### src/pdwg_pkg.sv
package pdwg_pkg;
  // bit positions inside the software write data words
  localparam int BROWNOUT_FLAG_BIT    = 4;
  localparam int SUPPLY_VOLTAGE_DETECTOR_FLAG_BIT        = 19;
  localparam int TIMER_IRQ_BIT        = 0;
  localparam int TIMER_WAKE_BIT       = 1;
  localparam int WDOG_WAKE_BIT        = 5;
  localparam int ALARM_BIT            = 0;
  localparam int TICK_BIT             = 1;
  localparam int USU_WAKE_BIT         = 0;
  localparam int TW_WAKE_BIT          = 0;
  localparam int TW_ACK_BIT           = 1;
  localparam int USU_ACK_BIT          = 16;
  localparam int CMP_A_BIT            = 8;
  localparam int CMP_B_BIT            = 9;
  localparam int PWR_REQ_BIT          = 7;
  // group widths
  localparam int PIN_W                = 16;
  localparam int UART_W               = 5;
  localparam int NSRC                 = 13;
  // source indices in the flag bank
  localparam int S_BOD = 0;
  localparam int S_SUPPLY_VOLTAGE_DETECTOR = 1;
  localparam int S_TWK = 2;
  localparam int S_TIF = 3;
  localparam int S_WDT = 4;
  localparam int S_ALM = 5;
  localparam int S_TICK = 6;
  localparam int S_UUART = 7;
  localparam int S_UI2C = 8;
  localparam int S_USPI = 9;
  localparam int S_I2C = 10;
  localparam int S_CMPA = 11;
  localparam int S_CMPB = 12;

  typedef enum logic [1:0] {
    PD_NORMAL = 2'b00,
    PD_DOWN   = 2'b01
  } pdwg_state_t;
endpackage

### src/pdwg_flag_if.sv
// one bank of sticky wake flags: set strobes, clear strobes, held state
interface pdwg_flag_if #(parameter int W = 1);
  logic [W-1:0] set;
  logic [W-1:0] clr;
  logic [W-1:0] q;
  modport owner (input set, input clr, output q);
  modport user  (output set, output clr, input q);
endinterface

### src/pdwg_flag_bank.sv
// sticky flags: a set in the same cycle as a clear wins
module pdwg_flag_bank #(
  parameter int W = 1
) (
  input  wire logic   clk,
  input  wire logic   rst,
  pdwg_flag_if.owner  fl
);
  logic [W-1:0] q_reg;

  // write-one-to-clear; zero writes leave bits alone
  always_ff @(posedge clk or posedge rst)
  begin
    if (rst)
      q_reg <= '0;
    else
      q_reg <= (q_reg & ~fl.clr) | fl.set;
  end

  assign fl.q = q_reg;
endmodule

### src/pdwg_top.sv
module pdwg_top (
  // clock and reset
  input  wire logic                       CLK,
  input  wire logic                       RST,
  // power control
  input  wire logic                       SLEEP_MODE_ENABLE,
  input  wire logic                       POWER_DOWN_REQUEST_ENABLE,
  input  wire logic                       SLEEP_INSTRUCTION,
  input  wire logic                       WRITE_PROTECT_OPEN,
  // wake and acknowledge events from sources, one-cycle pulses
  input  wire logic                       BROWNOUT_EVENT,
  input  wire logic                       SUPPLY_VOLTAGE_DETECTOR_EVENT,
  input  wire logic [pdwg_pkg::PIN_W-1:0] PIN_EVENT,
  input  wire logic                       TIMER_WAKE_EVENT,
  input  wire logic                       TIMER_IRQ_EVENT,
  input  wire logic                       WATCHDOG_EVENT,
  input  wire logic                       ALARM_EVENT,
  input  wire logic                       TICK_EVENT,
  input  wire logic [pdwg_pkg::UART_W-1:0] UART_EVENT,
  input  wire logic                       USU_ASYNC_EVENT,
  input  wire logic                       USU_TWOWIRE_EVENT,
  input  wire logic                       USU_ACK_EVENT,
  input  wire logic                       USU_SYNC_EVENT,
  input  wire logic                       TWOWIRE_EVENT,
  input  wire logic                       TWOWIRE_ACK_EVENT,
  input  wire logic                       CMP_A_EVENT,
  input  wire logic                       CMP_B_EVENT,
  // software write-one-to-clear strobes, one cycle with data
  input  wire logic                       BROWNOUT_CONTROL_WR,
  input  wire logic [31:0]                BROWNOUT_CONTROL_WDATA,
  input  wire logic                       PORT_SRC_WR,
  input  wire logic [pdwg_pkg::PIN_W-1:0] PORT_SRC_WDATA,
  input  wire logic                       TIMER_STATUS_WR,
  input  wire logic [1:0]                 TIMER_STATUS_WDATA,
  input  wire logic                       WATCHDOG_CONTROL_WR,
  input  wire logic [7:0]                 WATCHDOG_CONTROL_WDATA,
  input  wire logic                       CAL_STATUS_WR,
  input  wire logic [1:0]                 CAL_STATUS_WDATA,
  input  wire logic                       UART_WAKE_WR,
  input  wire logic [pdwg_pkg::UART_W-1:0] UART_WAKE_WDATA,
  input  wire logic                       USU_ASYNC_WR,
  input  wire logic                       USU_TWOWIRE_WR,
  input  wire logic                       USU_PROT_WR,
  input  wire logic [31:0]                USU_PROT_WDATA,
  input  wire logic                       USU_SYNC_WR,
  input  wire logic [0:0]                 USU_WDATA,
  input  wire logic                       TWOWIRE_WAKE_WR,
  input  wire logic [1:0]                 TWOWIRE_WAKE_WDATA,
  input  wire logic                       CMP_STATUS_WR,
  input  wire logic [15:0]                CMP_STATUS_WDATA,
  // status
  output logic                            POWER_DOWN,
  output logic                            WAKE_PENDING,
  output logic                            ENTRY_BLOCKED,
  output logic [pdwg_pkg::NSRC-1:0]       WAKE_FLAGS,
  output logic [pdwg_pkg::PIN_W-1:0]      PIN_FLAGS,
  output logic [pdwg_pkg::UART_W-1:0]     UART_FLAGS,
  output logic                            USU_ACK_DONE,
  output logic                            TWOWIRE_ACK_DONE
);
  pdwg_pkg::pdwg_state_t state_reg;
  pdwg_pkg::pdwg_state_t state_next;
  logic       any_flag;
  logic       entry_req;
  logic [1:0] ack_q;
  logic [1:0] ack_set;
  logic [1:0] ack_clr;

  pdwg_flag_if #(.W(pdwg_pkg::NSRC))   src_f ();
  pdwg_flag_if #(.W(pdwg_pkg::PIN_W))  pin_f ();
  pdwg_flag_if #(.W(pdwg_pkg::UART_W)) uart_f ();
  pdwg_flag_if #(.W(2))                ack_f ();

  // single-source flag set strobes
  always_comb
  begin
    src_f.set = '0;
    src_f.set[pdwg_pkg::S_BOD]   = BROWNOUT_EVENT;
    src_f.set[pdwg_pkg::S_SUPPLY_VOLTAGE_DETECTOR]  = SUPPLY_VOLTAGE_DETECTOR_EVENT;
    src_f.set[pdwg_pkg::S_TWK]   = TIMER_WAKE_EVENT;
    src_f.set[pdwg_pkg::S_TIF]   = TIMER_IRQ_EVENT;
    src_f.set[pdwg_pkg::S_WDT]   = WATCHDOG_EVENT;
    src_f.set[pdwg_pkg::S_ALM]   = ALARM_EVENT;
    src_f.set[pdwg_pkg::S_TICK]  = TICK_EVENT;
    src_f.set[pdwg_pkg::S_UUART] = USU_ASYNC_EVENT;
    src_f.set[pdwg_pkg::S_UI2C]  = USU_TWOWIRE_EVENT;
    src_f.set[pdwg_pkg::S_USPI]  = USU_SYNC_EVENT;
    src_f.set[pdwg_pkg::S_I2C]   = TWOWIRE_EVENT;
    src_f.set[pdwg_pkg::S_CMPA]  = CMP_A_EVENT;
    src_f.set[pdwg_pkg::S_CMPB]  = CMP_B_EVENT;
  end

  // single-source clear strobes, only where a one is written
  always_comb
  begin
    src_f.clr = '0;
    src_f.clr[pdwg_pkg::S_BOD]  = BROWNOUT_CONTROL_WR &
                                  BROWNOUT_CONTROL_WDATA[pdwg_pkg::BROWNOUT_FLAG_BIT];
    src_f.clr[pdwg_pkg::S_SUPPLY_VOLTAGE_DETECTOR] = BROWNOUT_CONTROL_WR &
                                  BROWNOUT_CONTROL_WDATA[pdwg_pkg::SUPPLY_VOLTAGE_DETECTOR_FLAG_BIT];
    src_f.clr[pdwg_pkg::S_TWK]  = TIMER_STATUS_WR &
                                  TIMER_STATUS_WDATA[pdwg_pkg::TIMER_WAKE_BIT];
    src_f.clr[pdwg_pkg::S_TIF]  = TIMER_STATUS_WR &
                                  TIMER_STATUS_WDATA[pdwg_pkg::TIMER_IRQ_BIT];
    src_f.clr[pdwg_pkg::S_WDT]  = WATCHDOG_CONTROL_WR & WRITE_PROTECT_OPEN &
                                  WATCHDOG_CONTROL_WDATA[pdwg_pkg::WDOG_WAKE_BIT];
    src_f.clr[pdwg_pkg::S_ALM]  = CAL_STATUS_WR &
                                  CAL_STATUS_WDATA[pdwg_pkg::ALARM_BIT];
    src_f.clr[pdwg_pkg::S_TICK] = CAL_STATUS_WR &
                                  CAL_STATUS_WDATA[pdwg_pkg::TICK_BIT];
    src_f.clr[pdwg_pkg::S_UUART] = USU_ASYNC_WR &
                                   USU_WDATA[pdwg_pkg::USU_WAKE_BIT];
    src_f.clr[pdwg_pkg::S_UI2C]  = USU_TWOWIRE_WR &
                                   USU_WDATA[pdwg_pkg::USU_WAKE_BIT];
    src_f.clr[pdwg_pkg::S_USPI]  = USU_SYNC_WR &
                                   USU_WDATA[pdwg_pkg::USU_WAKE_BIT];
    src_f.clr[pdwg_pkg::S_I2C]   = TWOWIRE_WAKE_WR &
                                   TWOWIRE_WAKE_WDATA[pdwg_pkg::TW_WAKE_BIT];
    src_f.clr[pdwg_pkg::S_CMPA]  = CMP_STATUS_WR &
                                   CMP_STATUS_WDATA[pdwg_pkg::CMP_A_BIT];
    src_f.clr[pdwg_pkg::S_CMPB]  = CMP_STATUS_WR &
                                   CMP_STATUS_WDATA[pdwg_pkg::CMP_B_BIT];
  end

  // pin pending and serial port wake groups
  always_comb
  begin
    pin_f.set  = PIN_EVENT;
    pin_f.clr  = PORT_SRC_WR ? PORT_SRC_WDATA : '0;
    uart_f.set = UART_EVENT;
    uart_f.clr = UART_WAKE_WR ? UART_WAKE_WDATA : '0;
  end

  // wake-acknowledge-done bits, informational, not part of the wake set
  always_comb
  begin
    ack_set = {TWOWIRE_ACK_EVENT, USU_ACK_EVENT};
    ack_clr = {TWOWIRE_WAKE_WR & TWOWIRE_WAKE_WDATA[pdwg_pkg::TW_ACK_BIT],
               USU_PROT_WR & USU_PROT_WDATA[pdwg_pkg::USU_ACK_BIT]};
    ack_f.set = ack_set;
    ack_f.clr = ack_clr;
  end
  assign ack_q = ack_f.q;

  pdwg_flag_bank #(.W(pdwg_pkg::NSRC)) u_src (
    .clk (CLK),
    .rst (RST),
    .fl  (src_f)
  );

  pdwg_flag_bank #(.W(pdwg_pkg::PIN_W)) u_pin (
    .clk (CLK),
    .rst (RST),
    .fl  (pin_f)
  );

  pdwg_flag_bank #(.W(pdwg_pkg::UART_W)) u_uart (
    .clk (CLK),
    .rst (RST),
    .fl  (uart_f)
  );

  pdwg_flag_bank #(.W(2)) u_ack (
    .clk (CLK),
    .rst (RST),
    .fl  (ack_f)
  );

  // merged pending, counting also events arriving this cycle
  assign any_flag = (|src_f.q) | (|pin_f.q) | (|uart_f.q) |
                    (|src_f.set) | (|pin_f.set) | (|uart_f.set);

  // entry needs all three conditions and no pending wake
  assign entry_req = SLEEP_MODE_ENABLE & POWER_DOWN_REQUEST_ENABLE &
                     SLEEP_INSTRUCTION;

  // power mode sequencing
  always_comb
  begin
    state_next = state_reg;
    case (state_reg)
      pdwg_pkg::PD_NORMAL:
      begin
        if (entry_req && !any_flag)
          state_next = pdwg_pkg::PD_DOWN;
      end
      pdwg_pkg::PD_DOWN:
      begin
        if (any_flag)
          state_next = pdwg_pkg::PD_NORMAL;
      end
      default:
        state_next = pdwg_pkg::PD_NORMAL;
    endcase
  end

  // state register
  always_ff @(posedge CLK or posedge RST)
  begin
    if (RST)
      state_reg <= pdwg_pkg::PD_NORMAL;
    else
      state_reg <= state_next;
  end

  // registered status outputs
  always_ff @(posedge CLK or posedge RST)
  begin
    if (RST)
    begin
      POWER_DOWN       <= 1'b0;
      WAKE_PENDING     <= 1'b0;
      ENTRY_BLOCKED    <= 1'b0;
      WAKE_FLAGS       <= '0;
      PIN_FLAGS        <= '0;
      UART_FLAGS       <= '0;
      USU_ACK_DONE     <= 1'b0;
      TWOWIRE_ACK_DONE <= 1'b0;
    end
    else
    begin
      POWER_DOWN       <= (state_next == pdwg_pkg::PD_DOWN);
      WAKE_PENDING     <= any_flag;
      ENTRY_BLOCKED    <= any_flag;
      WAKE_FLAGS       <= (src_f.q & ~src_f.clr) | src_f.set;
      PIN_FLAGS        <= (pin_f.q & ~pin_f.clr) | pin_f.set;
      UART_FLAGS       <= (uart_f.q & ~uart_f.clr) | uart_f.set;
      USU_ACK_DONE     <= (ack_q[0] & ~ack_clr[0]) | ack_set[0];
      TWOWIRE_ACK_DONE <= (ack_q[1] & ~ack_clr[1]) | ack_set[1];
    end
  end
endmodule

### config.mk
export PLATFORM = sky130hd
export DESIGN_NAME = pdwg_top
export DESIGN_NICKNAME = d
export VERILOG_FILES = /design/src/pdwg_pkg.sv /design/src/pdwg_flag_if.sv /design/src/pdwg_flag_bank.sv /design/src/pdwg_top.sv
export SDC_FILE = /design/constraint.sdc
export NUM_CORES = 1
export LEC_CHECK = 0
export ABC_AREA = 1
export ABC_CLOCK_PERIOD_IN_PS = 2300
export BUFFER_PORTS_ARGS = -buffer_cell sky130_fd_sc_hd__buf_2
export CORE_AREA = 2 2 80 82
export DETAILED_ROUTE_END_ITERATION = 12
export DIE_AREA = 0 0 82 84
export PLACE_DENSITY_LB_ADDON = 0.1
export SLEW_MARGIN = 30
export SYNTH_ARGS = -nofsm -noshare
export SYNTH_HDL_FRONTEND = slang
export SYNTH_SLANG_ARGS = --single-unit
export TNS_END_PERCENT = 50
### constraint.sdc
create_clock -name CLK -period 2.3 [get_ports CLK]
set_clock_uncertainty 0.15 [all_clocks]
set_input_delay 0.575 -clock CLK [delete_from_list [all_inputs] [get_ports CLK]]
set_output_delay 0.575 -clock CLK [all_outputs]
set_load 0.01 [all_outputs]
Yosys cells after proc, flatten, opt, wreduce, memory -nomap -nowiden
Index checks and enable logic that the tools add are counted.
{"block": "classes", "n_reduce_logical": 9, "eq_ne": 2, "muxes": 5, "bitwise": 41}
{"cell": "16-bit OR reduction", "count": 2}
{"cell": "13-bit OR reduction", "count": 2}
{"cell": "1-bit AND", "count": 20}
{"cell": "16-bit AND", "count": 1}
{"cell": "16-bit 2-to-1 mux", "count": 1}
{"cell": "16-bit inverter", "count": 1}
{"cell": "16-bit bitwise OR", "count": 1}
{"cell": "13-bit AND", "count": 1}
{"cell": "13-bit inverter", "count": 1}
{"cell": "13-bit bitwise OR", "count": 1}
{"cell": "5-bit OR reduction", "count": 2}
{"cell": "1-bit bitwise OR", "count": 7}
{"cell": "5-bit AND", "count": 1}
{"cell": "5-bit 2-to-1 mux", "count": 1}
{"cell": "5-bit inverter", "count": 1}
{"cell": "5-bit bitwise OR", "count": 1}
{"cell": "2-bit by 1-bit == test with 1-bit output (second input constant)", "count": 2}
{"cell": "2-bit 2-to-1 mux", "count": 2}
{"cell": "2-bit case mux with 2 select lines", "count": 1}
{"cell": "2-bit AND", "count": 1}
{"cell": "2-bit logical NOT", "count": 1}
{"cell": "1-bit inverter", "count": 2}
{"cell": "2-bit inverter", "count": 1}
{"cell": "2-bit bitwise OR", "count": 1}
{"cell": "other kinds (2)", "count": 2}
{"block": "word_totals", "output_inout_bits": 39, "input_bits": 170, "reg_bits": 42}

Longest topological paths before layout
Gate-level depths: netlist (run 1).
{"block": "logic_depth", "word_depth": 11, "mapped_depth": 7, "ltp_nobuf": 7}

Hierarchy
A second synthesis (run 1) with hierarchy kept.
{"block": "hier_totals", "cells_unflattened": 419, "area_unflattened_um2": 3342.0}
{"module": "pdwg_top", "instances": 1, "area_each_um2": 1885.6, "cells_per_inst": 235}
{"module": "pdwg_flag_bank (u_pin)", "instances": 1, "area_each_um2": 644.4, "cells_per_inst": 81}
{"module": "pdwg_flag_bank (u_src)", "instances": 1, "area_each_um2": 524.3, "cells_per_inst": 66}
{"module": "pdwg_flag_bank (u_uart)", "instances": 1, "area_each_um2": 203.9, "cells_per_inst": 26}
{"module": "pdwg_flag_bank (u_ack)", "instances": 1, "area_each_um2": 83.8, "cells_per_inst": 11}

Worst setup path after synthesis (run 1)
No wires, ideal clock.
{"block": "synth_timing", "path_type": "input to register", "start": "input PORT_SRC_WR", "end": "register PIN_FLAGS[10] (netlist bit)", "arrival_ps": 1162, "cell_stages": 4, "t_required_ps": 2032, "path_buffers": 2, "path_slack_ps": 870, "path_cell_list": "clkbuf_1 -> buf_2 -> nand2_1 -> a21o_1"}
{"block": "synth_via", "elab_chain_len": 4}
{"element": "start: declaration", "line_no": "pdwg_top.sv:31", "text": "input wire logic PORT_SRC_WR,"}
{"element": "16-bit 2-to-1 mux", "line_no": "pdwg_top.sv:129", "text": "pin_f.clr = PORT_SRC_WR ? PORT_SRC_WDATA : '0;"}
{"element": "16-bit inverter", "line_no": "pdwg_top.sv:226", "text": "PIN_FLAGS <= (pin_f.q & ~pin_f.clr) | pin_f.set;"}
{"element": "16-bit AND", "line_no": "pdwg_top.sv:226"}
{"element": "16-bit bitwise OR", "line_no": "pdwg_top.sv:226"}
{"element": "end signal: assignment", "line_no": "pdwg_top.sv:226"}
{"element": "end: declaration", "line_no": "pdwg_top.sv:56", "text": "output logic [pdwg_pkg::PIN_W-1:0] PIN_FLAGS,"}
Every way passes these cells.

Final worst setup path (run 1)
{"block": "layout_timing", "start": "register WAKE_FLAGS[10] (netlist bit)", "end": "output WAKE_FLAGS[10] (netlist bit)"}
{"element": "start: declaration", "line_no": "pdwg_top.sv:55", "text": "output logic [pdwg_pkg::NSRC-1:0] WAKE_FLAGS,"}
{"element": "start signal: assignment", "line_no": "pdwg_top.sv:225", "text": "WAKE_FLAGS <= (src_f.q & ~src_f.clr) | src_f.set;"}
No word-level cell between the ends.

==> results of run 1 <==
-- cells in the mapped netlist --
cell and number:
nand3_2 1, buf_4 1, a21o_2 1, o21bai_1 1, nor2_2 2, inv_1 5, nand4_1 1, a21o_1 31
or2_1 2, nand3_1 1, and3_1 1, dfrtp_1 40, clkbuf_1 1, nand2_1 61, conb_1 1, buf_2 1
nor2_1 42
-- worst max-delay path by stage --
stage	start	to	slack, ns	cells past startpoint
after CTS	WAKE_FLAGS[10]	WAKE_FLAGS[10]	0.70	1
after floorplan	RST	ENTRY_BLOCKED	0.66	1
after detailed placement	PIN_EVENT[1]	state_reg[0]	0.64	8
after global placement	PIN_EVENT[1]	POWER_DOWN	0.67	8
after global routing	WAKE_FLAGS[10]	WAKE_FLAGS[10]	0.67	1
final	WAKE_FLAGS[10]	WAKE_FLAGS[10]	0.71	1
-- routing by layer --
layer	GRT usage [%]	part of all wire, %
met1	16.49	44
met4	4.545	0.95
met2	22.32	45
met5	0	0
met3	4.329	10
-- per-stage QoR --
step,instance area (um^2),util (%),cells
detailed placement,2459,40.33,394
global placement,2459,40.33,394
global route,2549,41.81,402
floorplan,1728,-,193
finish,2549,41.81,402
CTS,2549,41.81,402
-- final cells by class --
type	count	area, um^2	area share (%)
Timing Repair Buffer	127	650.6	25.53
Inverter	5	18.77	0.7364
Tap cell	77	96.34	3.780
Sequential cell	40	1001	39.27
Multi-Input combinational cell	145	691.9	27.15
Clock buffer	8	90.09	3.535
-- cells by family (layout without fill, tap and decap cells) --
family,count (synthesis),in the layout,synth area share [%]
AOI/OAI and AO/OA,33,33,14.41
DFF,40,40,57.93
buffers and inverters,8,140,2.027
other,1,1,0.2170
and+or+nand+nor,111,111,25.42
-- where the power goes --
group | internal, mW | switching (mW) | total, mW
Sequential | 0.746 | 0.0317 | 0.777
Combinational | 0.121 | 0.113 | 0.234
Clock | 0.244 | 0.220 | 0.465
Total | 1.11 | 0.365 | 1.48
==> results.py, run 1 <==
metrics = {
    "run_status": {
        "outcome": "complete, no violations",
    },
    "clock_tree": {
        "clock-sinks": 40,
        "cts_tree": "built",
        "cts_resized": 0,
        "insertion_delay_ns": 0.28,
        "cts_buffers": 5,
        "clockBufferDepth": 2,
        "cts_setup_buffers": 0,
        "root_buffer": "clkbuf_8",
        "cts_max_level": 2,
        "hold_buffers": 0,
        "path_clk_slew_ns": 0.07,
    },
    "final_layout": {
        "regMostFlops": "PIN_FLAGS",
        "top_regs": "PIN_FLAGS (16), WAKE_FLAGS (13), UART_FLAGS (5)",
        "fillCellCount": 645,
        "largest_reg_flops": 16,
        "layout.nets": 494,
        "most-common-layout-cells": "buf_2, nand2_1, nor2_1",
        "layout-drive-gt1-share_pct": 42.15,
        "final_common_cell": "buf_2",
        "syn2layout_area_growth_pct": 47.50,
        "antenna_cells": 0,
    },
    "timing": {
        "hold_violations": 0,
        "finalCritPeriodShare_pct": 68.92,
        "period_needed_ns": 1.585,
        "tns_ns": 0,
        "rsz0062_at_grt": "false",
        "layout_setup_ws_ns": 0.7149,
        "max_slew_margin_pct": 55.03,
        "whs_ns": 0.1466,
        "setup_viol": 0,
        "tightest_slew_ns": 0.6704,
        "drv_slew": 0,
        "clock.fmax_mhz": 630.9,
    },
    "logic_synthesis": {
        "syn_area_per_cell_um2": 8.953,
        "yosysTopAreaCell": "dfrtp_1",
        "synth_top_area_share_pct": 57.93,
        "synth_fp_nets": 363,
        "synth_seq_cells": 40,
        "synth_cells": 193,
        "ys_warn_count": 0,
        "synth_area_um2": 1728,
        "ys_types": 17,
        "synth_top_cells_by_area": "dfrtp_1, a21o_1, nand2_1",
        "yosysSeqAreaShare_pct": 57.93,
    },
    "placed_design": {
        "detailed_place_hpwl_um": 3769,
        "place_congestion": 0.7198,
        "place_ws_ns": 0.6410,
        "portBuffers": 126,
    },
    "grt": {
        "antenna_found_initial": 0,
        "grt_max_degree": 24,
        "grt_pass1_vias": 1638,
        "grt_remaining_overflow": 0,
        "track_usage_pct": 13.56,
        "grt_pass1_wl_um": 7044,
    },
    "detailed_routing": {
        "routed_wl_um": 4520,
        "first_pass_iters": 4,
        "vias": 1690,
        "drc": 0,
        "ant_nets": 0,
        "wl_per_cell_um": 11.24,
        "first_iter_violations": 28,
        "vias_per_cell": 4.204,
    },
    "power": {
        "power_density_nw_per_um2": 579.2,
        "peakVddDrop_mv": 0.2390,
        "leakage_nw": 1.263,
        "power_mw": 1.476,
    },
    "worst_hold_path": {
        "hold_path_class": "input pin to async pin",
    },
    "floorplan": {
        "fp.dieH_um": 84,
        "start_util_pct": 28.35,
        "rows": 29,
        "die_area_um2": 6888,
        "core_um2": 6096,
        "boundaryPins": 209,
        "die_x_um": 82,
    },
    "worst_setup_path": {
        "cp_slowest_cell": "dfrtp_1",
        "crit_family": "flip-flops",
        "critPathMaxStageDelay_ns": 0.42,
        "critPathMaxFanout": 3,
        "crit_arrival_ns": 0.86,
        "rr_worst_depth": 6,
        "reg2reg_to": "state_reg[0]",
        "cp.required_ns": 1.57,
        "worst-path-buf-inv": 1,
        "crit_chain": "buf_2",
        "end_kind": "output port",
        "r2r_slack_ns": 0.95,
        "reg2reg_from": "UART_FLAGS[2]",
        "worstSetupStartpointType": "flip-flop",
        "critPathKind": "flip-flop to output port",
    },
    "flow_run": {
        "maxCapViolCount": 0,
    },
}
No activity file was read; power rests on OpenSTA's default activity.
==> inputs of run 2 (changes only) <==
--- a/config.mk
+++ b/config.mk
@@ -6,7 +6,7 @@
 export NUM_CORES = 1
 export LEC_CHECK = 0
 export ABC_AREA = 1
-export ABC_CLOCK_PERIOD_IN_PS = 2300
+export ABC_CLOCK_PERIOD_IN_PS = 1500
 export BUFFER_PORTS_ARGS = -buffer_cell sky130_fd_sc_hd__buf_2
 export CORE_AREA = 2 2 80 82
 export DETAILED_ROUTE_END_ITERATION = 12
==> constraint.sdc (replaced) <==
create_clock -name CLK -period 1.5 [get_ports CLK]
set_clock_uncertainty 0.15 [all_clocks]
set_input_delay 0.375 -clock CLK [delete_from_list [all_inputs] [get_ports CLK]]
set_output_delay 0.375 -clock CLK [all_outputs]
set_load 0.01 [all_outputs]
==> run 2 against run 1 <==
Hold slack worse by 0.034 ns. Die area unchanged. Via count grew 1.4%. Critical path depth unchanged. Sequential share of layout area down 0.15 points. Power increased by 54%. Clock power is 55% higher. Non-clock buffer count increased by 1. Global-route usage is 0.15 points higher. First-iteration DRC count grew 57%. Cell count up 0.25%. Critical path type unchanged. Largest cell class unchanged. Largest power group unchanged.
==> results.py, run 2 (synthesized netlist as in run 1, its figures left out) <==
metrics = {
    "clock_tree": {
        "cts_max_level": 2,
        "clock-sinks": 40,
        "root_buffer": "clkbuf_8",
        "cts_setup_buffers": 0,
        "cts_tree": "built",
        "cts_buffers": 5,
        "path_clk_slew_ns": 0.07,
        "insertion_delay_ns": 0.28,
        "clockBufferDepth": 2,
    },
    "power": {
        "pwr-share-clk_pct": 31.7,
        "power_density_nw_per_um2": 889.0,
        "peakVddDrop_mv": 0.4134,
        "comb_power_share_pct": 15.9,
        "leakage_nw": 1.267,
        "p_int_mw": 1.706,
        "power_mw": 2.275,
        "power_switching_uw": 568.5,
        "power.share.sequential_pct": 52.4,
        "switching_share_pct": 24.99,
    },
    "final_layout": {
        "syn2layout_area_growth_pct": 48.08,
        "layout.nets": 495,
        "largest_reg_flops": 16,
        "top_regs": "PIN_FLAGS (16), WAKE_FLAGS (13), UART_FLAGS (5)",
        "most-common-layout-cells": "buf_2, nand2_1, nor2_1",
        "final_common_cell": "buf_2",
        "regMostFlops": "PIN_FLAGS",
        "layout-drive-gt1-share_pct": 42.02,
        "antenna_cells": 0,
    },
    "run_status": {
        "outcome": "complete, no violations",
    },
    "grt": {
        "track_usage_pct": 13.71,
        "grt_max_degree": 41,
        "grt_pass1_wl_um": 7231,
        "grt_pass1_vias": 1693,
        "antenna_found_initial": 0,
        "grt_remaining_overflow": 0,
    },
    "detailed_routing": {
        "met2_length_um": 1966,
        "wl_met3_um": 468,
        "first_pass_iters": 4,
        "ant_nets": 0,
        "vias": 1714,
        "top_layer": "met4",
        "first_iter_violations": 44,
        "wl_met1_um": 2007,
        "routed_wl_um": 4495,
        "wl_per_cell_um": 11.15,
        "drc": 0,
        "vias_per_cell": 4.253,
    },
    "placed_design": {
        "place_congestion": 0.7374,
        "detailed_place_hpwl_um": 3637,
        "place_ws_ns": 0.05855,
        "portBuffers": 126,
    },
    "worst_hold_path": {
        "hold_path_class": "input pin to flip-flop",
    },
    "flow_run": {
        "maxCapViolCount": 0,
    },
    "floorplan": {
        "core_um2": 6096,
        "die_x_um": 82,
        "boundaryPins": 209,
        "fp.dieH_um": 84,
        "rows": 29,
        "start_util_pct": 28.35,
        "die_area_um2": 6888,
    },
    "worst_setup_path": {
        "reg2reg_to": "state_reg[0]",
        "r2r_slack_ns": 0.13,
        "end_kind": "output port",
        "crit_family": "flip-flops",
        "cp.required_ns": 0.97,
        "critPathMaxStageDelay_ns": 0.42,
        "crit_arrival_ns": 0.85,
        "reg2reg_from": "UART_FLAGS[2]",
        "rr_worst_depth": 6,
        "crit_chain": "buf_2",
        "worstSetupStartpointType": "flip-flop",
        "path_depth": 1,
        "critPathMaxFanout": 3,
        "critical_path.endpoint": "PIN_FLAGS[5]",
        "worst-path-buf-inv": 1,
        "cp-startpoint": "PIN_FLAGS[5]",
        "critPathKind": "flip-flop to output port",
        "cp_slowest_cell": "dfrtp_1",
    },
    "timing": {
        "period_needed_ns": 1.376,
        "tns_ns": 0,
        "layout_setup_ws_ns": 0.1236,
        "hold_violations": 0,
        "drv_slew": 0,
        "setup_viol": 0,
        "whs_ns": 0.1127,
        "finalCritPeriodShare_pct": 91.76,
        "clock.fmax_mhz": 726.5,
        "rsz0062_at_grt": "false",
    },
}
-- run 2: changes by cell type in the layout (fill, tap and decap cells not counted) --
cell,change
dlygate4sd3_1,+1
-- run 2: power groups by stage --
stage,combinational (mW),sequential (mW),clock (mW)
after CTS,0.371,1.19,0.764
after global placement,0.366,1.21,0
after floorplan,0.114,1.24,0
final,0.362,1.19,0.722
after detailed placement,0.367,1.21,0
after global routing,0.410,1.20,0.808
-- run 2: layout make-up --
class                      count  area, um^2
inverter                       5       18.77
fill                         639        3537
timing repair buffer         128       660.6
sequential                    40        1001
multi-input combinational    145       691.9
clock buffer                   8       90.09
tap                           77       96.34
-- run 2: what timing repair did --
action                                 4_1_cts  5_1_grt
endpoints found under the hold margin       40        0
resized for setup                            0        0
hold buffers                                 1        0
-- run 2: worst min-delay path by stage --
stage	start	to	slack (ns)	cells after the start
finish	TWOWIRE_ACK_EVENT	TWOWIRE_ACK_DONE	0.11	2
detailed placement	RST	PIN_FLAGS[8]	0.27	3
floorplan	PIN_EVENT[0]	PIN_FLAGS[0]	0.32	1
global route	TWOWIRE_ACK_EVENT	TWOWIRE_ACK_DONE	0.11	2
global placement	RST	PIN_FLAGS[8]	0.27	3
CTS	TWOWIRE_ACK_EVENT	TWOWIRE_ACK_DONE	0.10	2
-- run 2: routing by layer --
metal  vias to the layer above  track usage (%)
met3                         5            4.329
li1                        872                -
met4                         0            3.636
met1                       750            17.52
met5                         -                0
met2                        87            22.17
-- run 2: per-stage QoR --
step                area, um^2  cells  utilization, %
floorplan                 1728    193               -
global route              2559    403           41.97
detailed placement        2459    394           40.33
finish                    2559    403           41.97
CTS                       2559    403           41.97
global placement          2459    394           40.33
